==> src/aicr_pkg.sv <==
// package for the converter input and lane configuration register slice
package aicr_pkg;
    // register addresses on the serial control port (byte wide registers)
    localparam logic [14:0] ADDR_FS_B_LSB   = 15'h0032;
    localparam logic [14:0] ADDR_FS_B_MSB   = 15'h0033;
    localparam logic [14:0] ADDR_REF_BYPASS = 15'h0038;
    localparam logic [14:0] ADDR_TIMESTAMP_INPUT_CONTROL = 15'h003B;
    localparam logic [14:0] ADDR_PREEMPH    = 15'h0048;
    localparam logic [14:0] ADDR_INPUT_SEL  = 15'h0060;
    localparam logic [14:0] ADDR_CAL_EN     = 15'h0061;

    // reset values
    localparam logic [15:0] RST_FS_B        = 16'hA000;
    localparam logic [7:0]  RST_REF_BYPASS  = 8'h00;
    localparam logic [7:0]  RST_TIMESTAMP_INPUT_CONTROL  = 8'h00;
    localparam logic [7:0]  RST_PREEMPH     = 8'h00;
    localparam logic [7:0]  RST_INPUT_SEL   = 8'h01;
    localparam logic [7:0]  RST_CAL_EN      = 8'h01;

    // writable bit masks; reserved bits hold zero
    localparam logic [7:0]  MSK_REF_BYPASS  = 8'h01;
    localparam logic [7:0]  MSK_TIMESTAMP_INPUT_CONTROL  = 8'h03;
    localparam logic [7:0]  MSK_PREEMPH     = 8'h0F;
    localparam logic [7:0]  MSK_INPUT_SEL   = 8'h13;
    localparam logic [7:0]  MSK_CAL_EN      = 8'h01;

    // field positions
    localparam int BIT_REF_BYPASS  = 0;
    localparam int BIT_TS_RECV_EN  = 0;
    localparam int BIT_TS_LVPECL   = 1;
    localparam int BIT_PE_BOOST    = 3;
    localparam int BIT_DUAL_SWAP   = 4;
    localparam int BIT_CAL_EN      = 0;

    // single-input select encodings
    localparam logic [1:0] SEL_RESERVED = 2'h0;
    localparam logic [1:0] SEL_FIRST    = 2'h1;
    localparam logic [1:0] SEL_SECOND   = 2'h2;
    localparam logic [1:0] SEL_DUAL_DES = 2'h3;

    // routing applied to the converter channels
    typedef struct packed {
        logic chan_a_second;  // channel a samples the second input
        logic chan_b_second;  // channel b samples the second input
        logic chan_b_active;  // channel b converts
    } aicr_route_t;

    localparam aicr_route_t RST_ROUTE = '{chan_a_second: 1'b0, chan_b_second: 1'b1,
                                          chan_b_active: 1'b0};

    // request port of the serial control interface
    typedef struct packed {
        logic        wr;
        logic        rd;
        logic [14:0] addr;
        logic [7:0]  wdata;
    } aicr_req_t;

    // controls presented to the analog and serializer blocks
    typedef struct packed {
        logic [15:0] second_input_fullscale;
        logic        reference_bypass;
        logic        timestamp_receiver_enable;
        logic        timestamp_low_voltage_pecl;
        logic [2:0]  lane_preemphasis_level;
        logic        lane_preemphasis_boost;
        logic        calibration_enable;
        logic        divider_reset;
    } aicr_ctrl_t;

    typedef struct packed {
        logic [15:0] fs_b;
        logic [7:0]  ref_bypass;
        logic [7:0]  timestamp_input_control;
        logic [7:0]  preemph;
        logic [7:0]  input_sel;
        logic [7:0]  cal_en;
        logic        cal_en_d;
        aicr_route_t route;
        logic [7:0]  rdata;
        logic        rvalid;
    } aicr_state_t;
endpackage

==> src/aicr_regs.sv <==
// configuration register slice: full-scale, reference, timestamp, pre-emphasis, input mux
`timescale 1ns/1ps
`default_nettype none

module aicr_regs (
    input  wire logic                I_CLK_SYS,
    input  wire logic                I_RESET_N,
    input  wire logic                I_CLK_EN,
    input  wire aicr_pkg::aicr_req_t I_REQ,
    input  wire logic                I_SINGLE_CHANNEL_MODE,
    output logic [7:0]               O_RDATA,
    output logic                     O_RVALID,
    output aicr_pkg::aicr_ctrl_t     O_CTRL,
    output aicr_pkg::aicr_route_t    O_ROUTE
);

    aicr_pkg::aicr_state_t st_ff;
    aicr_pkg::aicr_state_t nxt_st;

    // routing derived from the mux fields and the operating mode class
    function automatic aicr_pkg::aicr_route_t calc_route(
        input logic [7:0]          sel,
        input logic                single_mode,
        input aicr_pkg::aicr_route_t prev
    );
        aicr_pkg::aicr_route_t r;
        r = prev;
        if (single_mode) begin
            // swap bit plays no part here
            case (sel[1:0])
                aicr_pkg::SEL_FIRST: begin
                    r = '{chan_a_second: 1'b0, chan_b_second: 1'b0, chan_b_active: 1'b0};
                end
                aicr_pkg::SEL_SECOND: begin
                    r = '{chan_a_second: 1'b1, chan_b_second: 1'b1, chan_b_active: 1'b0};
                end
                aicr_pkg::SEL_DUAL_DES: begin
                    r = '{chan_a_second: 1'b0, chan_b_second: 1'b1, chan_b_active: 1'b1};
                end
                default: begin
                    // reserved code keeps whatever routing was in force
                    r = prev;
                end
            endcase
        end else begin
            // single-input field ignored in dual modes
            r.chan_a_second = sel[aicr_pkg::BIT_DUAL_SWAP];
            r.chan_b_second = ~sel[aicr_pkg::BIT_DUAL_SWAP];
            r.chan_b_active = 1'b1;
        end
        return r;
    endfunction

    always_comb begin
        nxt_st        = st_ff;
        nxt_st.rvalid = 1'b0;
        nxt_st.cal_en_d = st_ff.cal_en[aicr_pkg::BIT_CAL_EN];
        if (I_REQ.wr) begin
            // reserved bits are masked so they always read zero
            case (I_REQ.addr)
                aicr_pkg::ADDR_FS_B_LSB: begin
                    nxt_st.fs_b[7:0] = I_REQ.wdata;
                end
                aicr_pkg::ADDR_FS_B_MSB: begin
                    nxt_st.fs_b[15:8] = I_REQ.wdata;
                end
                aicr_pkg::ADDR_REF_BYPASS: begin
                    nxt_st.ref_bypass = I_REQ.wdata & aicr_pkg::MSK_REF_BYPASS;
                end
                aicr_pkg::ADDR_TIMESTAMP_INPUT_CONTROL: begin
                    nxt_st.timestamp_input_control = I_REQ.wdata & aicr_pkg::MSK_TIMESTAMP_INPUT_CONTROL;
                end
                aicr_pkg::ADDR_PREEMPH: begin
                    nxt_st.preemph = I_REQ.wdata & aicr_pkg::MSK_PREEMPH;
                end
                aicr_pkg::ADDR_INPUT_SEL: begin
                    nxt_st.input_sel = I_REQ.wdata & aicr_pkg::MSK_INPUT_SEL;
                end
                aicr_pkg::ADDR_CAL_EN: begin
                    nxt_st.cal_en = I_REQ.wdata & aicr_pkg::MSK_CAL_EN;
                end
                default: begin
                    // unmapped writes are dropped
                end
            endcase
        end
        // routing is latched only on the rising edge of calibration enable,
        // so a mux change stays dormant until calibration is rerun
        if (st_ff.cal_en[aicr_pkg::BIT_CAL_EN] && !st_ff.cal_en_d) begin
            nxt_st.route = calc_route(st_ff.input_sel, I_SINGLE_CHANNEL_MODE, st_ff.route);
        end
        if (I_REQ.rd) begin
            nxt_st.rvalid = 1'b1;
            case (I_REQ.addr)
                aicr_pkg::ADDR_FS_B_LSB:   nxt_st.rdata = st_ff.fs_b[7:0];
                aicr_pkg::ADDR_FS_B_MSB:   nxt_st.rdata = st_ff.fs_b[15:8];
                aicr_pkg::ADDR_REF_BYPASS: nxt_st.rdata = st_ff.ref_bypass;
                aicr_pkg::ADDR_TIMESTAMP_INPUT_CONTROL: nxt_st.rdata = st_ff.timestamp_input_control;
                aicr_pkg::ADDR_PREEMPH:    nxt_st.rdata = st_ff.preemph;
                aicr_pkg::ADDR_INPUT_SEL:  nxt_st.rdata = st_ff.input_sel;
                aicr_pkg::ADDR_CAL_EN:     nxt_st.rdata = st_ff.cal_en;
                default:                   nxt_st.rdata = 8'h00;
            endcase
        end
    end

    always_ff @(posedge I_CLK_SYS or negedge I_RESET_N) begin
        if (!I_RESET_N) begin
            st_ff.fs_b       <= aicr_pkg::RST_FS_B;
            st_ff.ref_bypass <= aicr_pkg::RST_REF_BYPASS;
            st_ff.timestamp_input_control <= aicr_pkg::RST_TIMESTAMP_INPUT_CONTROL;
            st_ff.preemph    <= aicr_pkg::RST_PREEMPH;
            st_ff.input_sel  <= aicr_pkg::RST_INPUT_SEL;
            st_ff.cal_en     <= aicr_pkg::RST_CAL_EN;
            // marked as already enabled so no spurious latch after reset
            st_ff.cal_en_d   <= 1'b1;
            st_ff.route      <= aicr_pkg::RST_ROUTE;
            st_ff.rdata      <= 8'h00;
            st_ff.rvalid     <= 1'b0;
        end else if (I_CLK_EN) begin
            st_ff <= nxt_st;
        end
    end

    always_comb begin
        O_RDATA  = st_ff.rdata;
        O_RVALID = st_ff.rvalid;
        O_ROUTE  = st_ff.route;
        O_CTRL.second_input_fullscale     = st_ff.fs_b;
        O_CTRL.reference_bypass           = st_ff.ref_bypass[aicr_pkg::BIT_REF_BYPASS];
        O_CTRL.timestamp_receiver_enable  = st_ff.timestamp_input_control[aicr_pkg::BIT_TS_RECV_EN];
        O_CTRL.timestamp_low_voltage_pecl = st_ff.timestamp_input_control[aicr_pkg::BIT_TS_LVPECL];
        O_CTRL.lane_preemphasis_level     = st_ff.preemph[2:0];
        O_CTRL.lane_preemphasis_boost     = st_ff.preemph[aicr_pkg::BIT_PE_BOOST];
        O_CTRL.calibration_enable         = st_ff.cal_en[aicr_pkg::BIT_CAL_EN];
        O_CTRL.divider_reset              = ~st_ff.cal_en[aicr_pkg::BIT_CAL_EN];
    end

endmodule // aicr_regs

`default_nettype wire

==> config.mk <==
export PLATFORM = sky130hd
export DESIGN_NAME = aicr_regs
export DESIGN_NICKNAME = d
export VERILOG_FILES = /design/src/aicr_pkg.sv /design/src/aicr_regs.sv
export SDC_FILE = /design/constraint.sdc
export NUM_CORES = 1
export LEC_CHECK = 0
export BUFFER_PORTS_ARGS = -buffer_cell sky130_fd_sc_hd__buf_2
export CORE_MARGIN = 2
export CORE_UTILIZATION = 45
export CTS_CLUSTER_DIAMETER = 60
export CTS_CLUSTER_SIZE = 28
export DETAILED_ROUTE_END_ITERATION = 12
export PLACE_DENSITY = 0.78
export SLEW_MARGIN = 20
export SYNTH_ARGS = -nofsm -noshare
export SYNTH_HDL_FRONTEND = slang
export SYNTH_SLANG_ARGS = --single-unit
==> constraint.sdc <==
create_clock -name I_CLK_SYS -period 2.8 [get_ports I_CLK_SYS]
set_clock_uncertainty 0.1 [all_clocks]
set_input_delay 0.28 -clock I_CLK_SYS [delete_from_list [all_inputs] [get_ports I_CLK_SYS]]
set_output_delay 0.28 -clock I_CLK_SYS [all_outputs]
set_load 0.005 [all_outputs]
Word level (Yosys, flattened, before mapping)
Index checks and enable logic that the tools add are counted.
- flip-flop bits (word level): 40
- latch bits: 0
- RAM bits: 0
- bits in read-only memories: 0
- input bits: 29
- output and inout port bits: 37
- logic and storage cells: 41
- memories kept: 0
- add/subtract/negate cells: 0
- multiply operators: 0
- div/mod/pow operators: 0
- $lt $le $gt $ge: 0
- eq/ne operators: 11
- shift-type cells: 0
- multiplexer cells: 4
- bitwise gates (word level): 2
- reductions and logical operators: 11
- operators with widths (kind ; number):
    == test 15 x 6 -> 1 bit (second input constant) ; 4
    case mux 8 bit (7 select lines) ; 1
    == test 15 x 7 -> 1 bit (second input constant) ; 3
    AND reduction 3 bit ; 8
    case mux 3 bit (3 select lines) ; 1
    == test 2 bit (second input constant) ; 2
    != test 4 x 1 -> 1 bit (second input constant) ; 1
    two-way mux 3 bit ; 1
    == test 2 x 1 -> 1 bit (second input constant) ; 1
    inverter 1 bit ; 2
    AND reduction 2 bit ; 1
    logical AND 1 bit ; 1
    zero test 1 bit ; 1
    two-way mux 1 bit ; 1

Logic depth before layout (Yosys ltp)
- word-level depth: 3
- gate-level depth with buffers: 7
- gate-level depth less buffers: 5

Least setup slack after synthesis
OpenSTA, ideal clock, no wires.
- kind: input port to flip-flop
- start point: input I_REQ[11] (netlist bit)
- end point: register st_ff, in the netlist O_CTRL[10]
- setup time: 0.125 ns
- data arrival time: 1.807 ns
- required time: 2.575 ns
- slack: 0.768 ns
- stages: 7
- buffers on the path: 3
- cells stage by stage: buf_2 -> nor4b_4 -> and4_1 -> clkbuf_1 -> nor2b_1 -> buf_4 -> mux2_2
- longest elaborated chain between the ends: 2
- RTL lines (item ; line ; RTL):
    start, declared ; aicr_regs.sv:9 ; input wire aicr_pkg::aicr_req_t I_REQ,
    == test 15 x 6 -> 1 bit ; aicr_regs.sv:60 ; case (I_REQ.addr)
    AND reduction 3 bit (no line) ; -- ;
    end signal, assigned ; aicr_regs.sv:121 ; st_ff <= nxt_st;
    end, declared ; aicr_regs.sv:17 ; aicr_pkg::aicr_state_t st_ff;
Every way passes these cells.
A chain may end at the register's enable or synchronous reset.

Worst setup path after layout
- start point: register st_ff[21] (netlist bit)
- end point: register st_ff, in the netlist O_ROUTE[1]
- longest elaborated chain between the ends: 3
- elaborated cells between the ends (all ways): 7
- those cells by class: 4 x eq/ne; 2 x mux; 1 x reduce/logical
- RTL lines (item ; line ; RTL):
    == test 2 bit / == test 2 x 1 -> 1 bit (equally long branches) ; aicr_regs.sv:30 ; case (sel[1:0])
    != test 4 x 1 -> 1 bit (no line) / case mux 3 bit (3 select lines) (equally long branches) ; -- ;
    AND reduction 3 bit (no line) / two-way mux 3 bit (equally long branches) ; -- ;
Several ways; a longest one is shown, not always the timed one.

==> qor.yml <==
setup_path:
  rrSetupSlack_ns: 0.78
  rr_startpoint: "st_ff[21]$_DFFE_PN1P_"
  cp.depth: 5
  critPathKind: "reg2reg"
  crit_path_end_kind: "register"
  cp.arrival_ns: 2.14
  r2r_end: "O_ROUTE[1]$_DFFE_PN1P_"
  start_kind: "register"
  cp.buffers_inverters: 1
  crit_fanout: 6
  worstPathCellList: "inv_1 > ha_1 > a311oi_1 > o221ai_1 > o21ai_0"
  crit_slowest_cell: "a311oi_1"
  startpoint: "st_ff[21]$_DFFE_PN1P_"
  reg2regPathDepth: 5
  cp.required_ns: 2.92
  path_delay_family: "compound AO/OA/AOI/OAI gates"
  max_stage_delay_ns: 0.59
timing:
  max_freq_mhz: 495
  tightest_slew_ns: 0.863
  hold_viol_final: 17
  report.final.slew_viol_count: 0
  tns_ns: 0
  fin_crit_sh: 0.722
  period_minus_slack_ns: 2.02
  hold_slack_ns: -0.0137
  setup_violations: 0
  setup_ws_ns: 0.778
  relSlewSlack: 0.424
  rsz0062_at_grt: "false"
yosys:
  synth_compound_area_frac: 0.0896
  syn_area_um2: 2260
  yosysUniqueCellTypes: 46
  synth-edff-count: 0
  ys_warn_count: 0
  async_flop_share: 1.00
  ys_seq_elements: 40
  synth_cells: 206
  synth.avg_cell_area_um2: 11.0
  synth-simple-area-share: 0.176
  synth_ff_type: "dfrtp_1"
  synthMuxAreaShare: 0.138
  synth-adder-area-share: 0.0111
  synth_xor_area_frac: 0
  synth_top_family_by_area: "simple AND/OR/NAND/NOR gates"
  ys_seq_area_frac: 0.446
  synthesis.nets: 237
global_routing:
  grt_max_degree: 41
  antenna_found_initial: 0
  grt_pass1_vias: 1477
  grt_use_total: 0.181
  overflow: 0
  grt_first_pass_wirelength_um: 7410
final_layout:
  fin_area_um2: 2500
  drive_above_1_share: 0.447
  n_antenna_cell: 0
  final_cell_mix: "buf_2, dfrtp_1, nand2_1, mux2_2, o21ai_0"
  seqCellArea_um2: 1010
  nets: 274
  final_common_cell: "buf_2"
  nFillCells: 440
  multi_input_area_um2: 937
  area_growth_pct: 10.6
run:
  maxCapViolCount: 0
run_status:
  violations: "negative hold slack"
  outcome: "complete, but fails checks"
power_and_ir_drop:
  power_leakage_nw: 1.29
  power_density_nw_per_um2: 427
  ir_worst_vdd_mv: 0.303
  seq_power_share: 0.556
  sw_frac_of_total: 0.252
  p_total_w: 0.00107
  internal-power_w: 0.000799
  p_sw_w: 0.000269
  p_clk_frac: 0.359
  p_comb_frac: 0.085
clock_tree:
  clkSinkCount: 40
  cts-resized-gates: 0
  hold_buffers: 0
  cts-root-buf: "clkbuf_8"
  htree_levels: 2
  post_cts.repair.setup_buffers: 0
  cts_made_buffers: 5
  tritoncts: "built"
  clock_latency_ns: 0.30
  path_clk_slew_ns: 0.08
  clk_path_buf_depth: 2
floorplan:
  core.rowCount: 25
  io_pins: 66
  core_area_um2: 4790
  fp.dieW_um: 74.9
  start_util: 0.473
  die_area_um2: 5610
  die_h_um: 74.9
hold_path:
  hp-class: "in2async"
route:
  antenna_left: 0
  drtIter0Drc: 117
  drc: 0
  detail_route.wl_per_cell_um: 15.3
  vias: 1612
  totalWireLength_um: 4750
  drtPass1Iterations: 5
  via_per_inst: 5.18
placement:
  placedInstanceArea_um2: 2410
  place.gp.congestion: 0.841
  io_buffers: 65
  post-place-ws_ns: 0.547
  place_hpwl_um: 3470
## cells by family after synthesis
| logic type | count (synthesis) |
|---|---|
| compound gates | 31 |
| fa+ha+maj | 2 |
| buf+inv | 47 |
| flops | 40 |
| mux | 28 |
| simple gates | 58 |
## registers in the layout, indices dropped and copies added, names as in the netlist
name,cells
O_CTRL,24
O_RDATA,8
O_ROUTE,3
O_RVALID,1
st_ff,4
## synth_stat cells (2+ instances only)
cell type,number,share of area
inv_1,8,0.013
nor2b_1,3,0.0083
buf_4,37,0.12
dfrtp_1,34,0.38
a222oi_1,3,0.013
o21ai_0,13,0.029
nor2_1,7,0.012
a21oi_1,2,0.0044
nand2_1,17,0.028
mux2_2,17,0.085
nor4_1,3,0.0083
and3_1,2,0.0055
nor4_4,2,0.019
a31oi_1,2,0.0055
nor3_2,2,0.0088
nand3b_1,2,0.0066
ha_1,2,0.011
mux2_1,8,0.040
a311oi_1,2,0.0077
mux2i_1,3,0.013
nand3_1,3,0.0066
a22oi_1,4,0.013
nor4bb_1,2,0.0088
dfstp_2,6,0.070
## per-stage QoR
step | utilization | instances
2_1_floorplan | - | 206
3_3_place_gp | 0.505 | 303
3_5_place_dp | 0.505 | 303
4_1_cts | 0.523 | 311
5_1_grt | 0.523 | 311
6_report | 0.523 | 311
## worst register-to-register path, cell delays in order, from the launching register on
cell and delay, ns:
dfstp_2 0.56, inv_1 0.06, ha_1 0.29, a311oi_1 0.59
o221ai_1 0.22, o21ai_0 0.13
## cell type report
class	count	area share
clock buffers	5	0.0275
clock inverters	3	0.00750
inverters	8	0.0120
multi-input cells	119	0.375
flip-flops and latches	40	0.403
well taps	67	0.0335
repair buffers	69	0.142
## layer usage
metal	vias up	track usage	part of all wire	wire length, um
li1	782	-	-	-
met1	757	0.261	0.46	2180
met2	67	0.260	0.44	2090
met3	6	0.0509	0.085	402
met4	0	0.0655	0.015	72
met5	-	0	0	0
## power groups by stage
stage / combinational (W) / sequential [W] / clock, W
floorplan: 0.0000432 / 0.000605 / 0
global placement: 0.0000895 / 0.000605 / 0
detailed placement: 0.0000908 / 0.000606 / 0
CTS: 0.0000912 / 0.000594 / 0.000392
global route: 0.000101 / 0.000596 / 0.000412
finish: 0.0000904 / 0.000594 / 0.000383
## how the worst max path moves through the flow
stage / endpoint / slack (ns)
6_report: O_ROUTE[1]$_DFFE_PN1P_ / 0.78
5_1_grt: O_ROUTE[1]$_DFFE_PN1P_ / 0.64
4_1_cts: O_ROUTE[1]$_DFFE_PN1P_ / 0.77
3_5_place_dp: O_CTRL[20]$_DFFE_PN0P_ / 0.55
3_3_place_gp: O_CTRL[20]$_DFFE_PN0P_ / 0.61
2_1_floorplan: O_CTRL[10]$_DFFE_PN0P_ / 0.77
No activity file was read; power rests on OpenSTA's default activity.
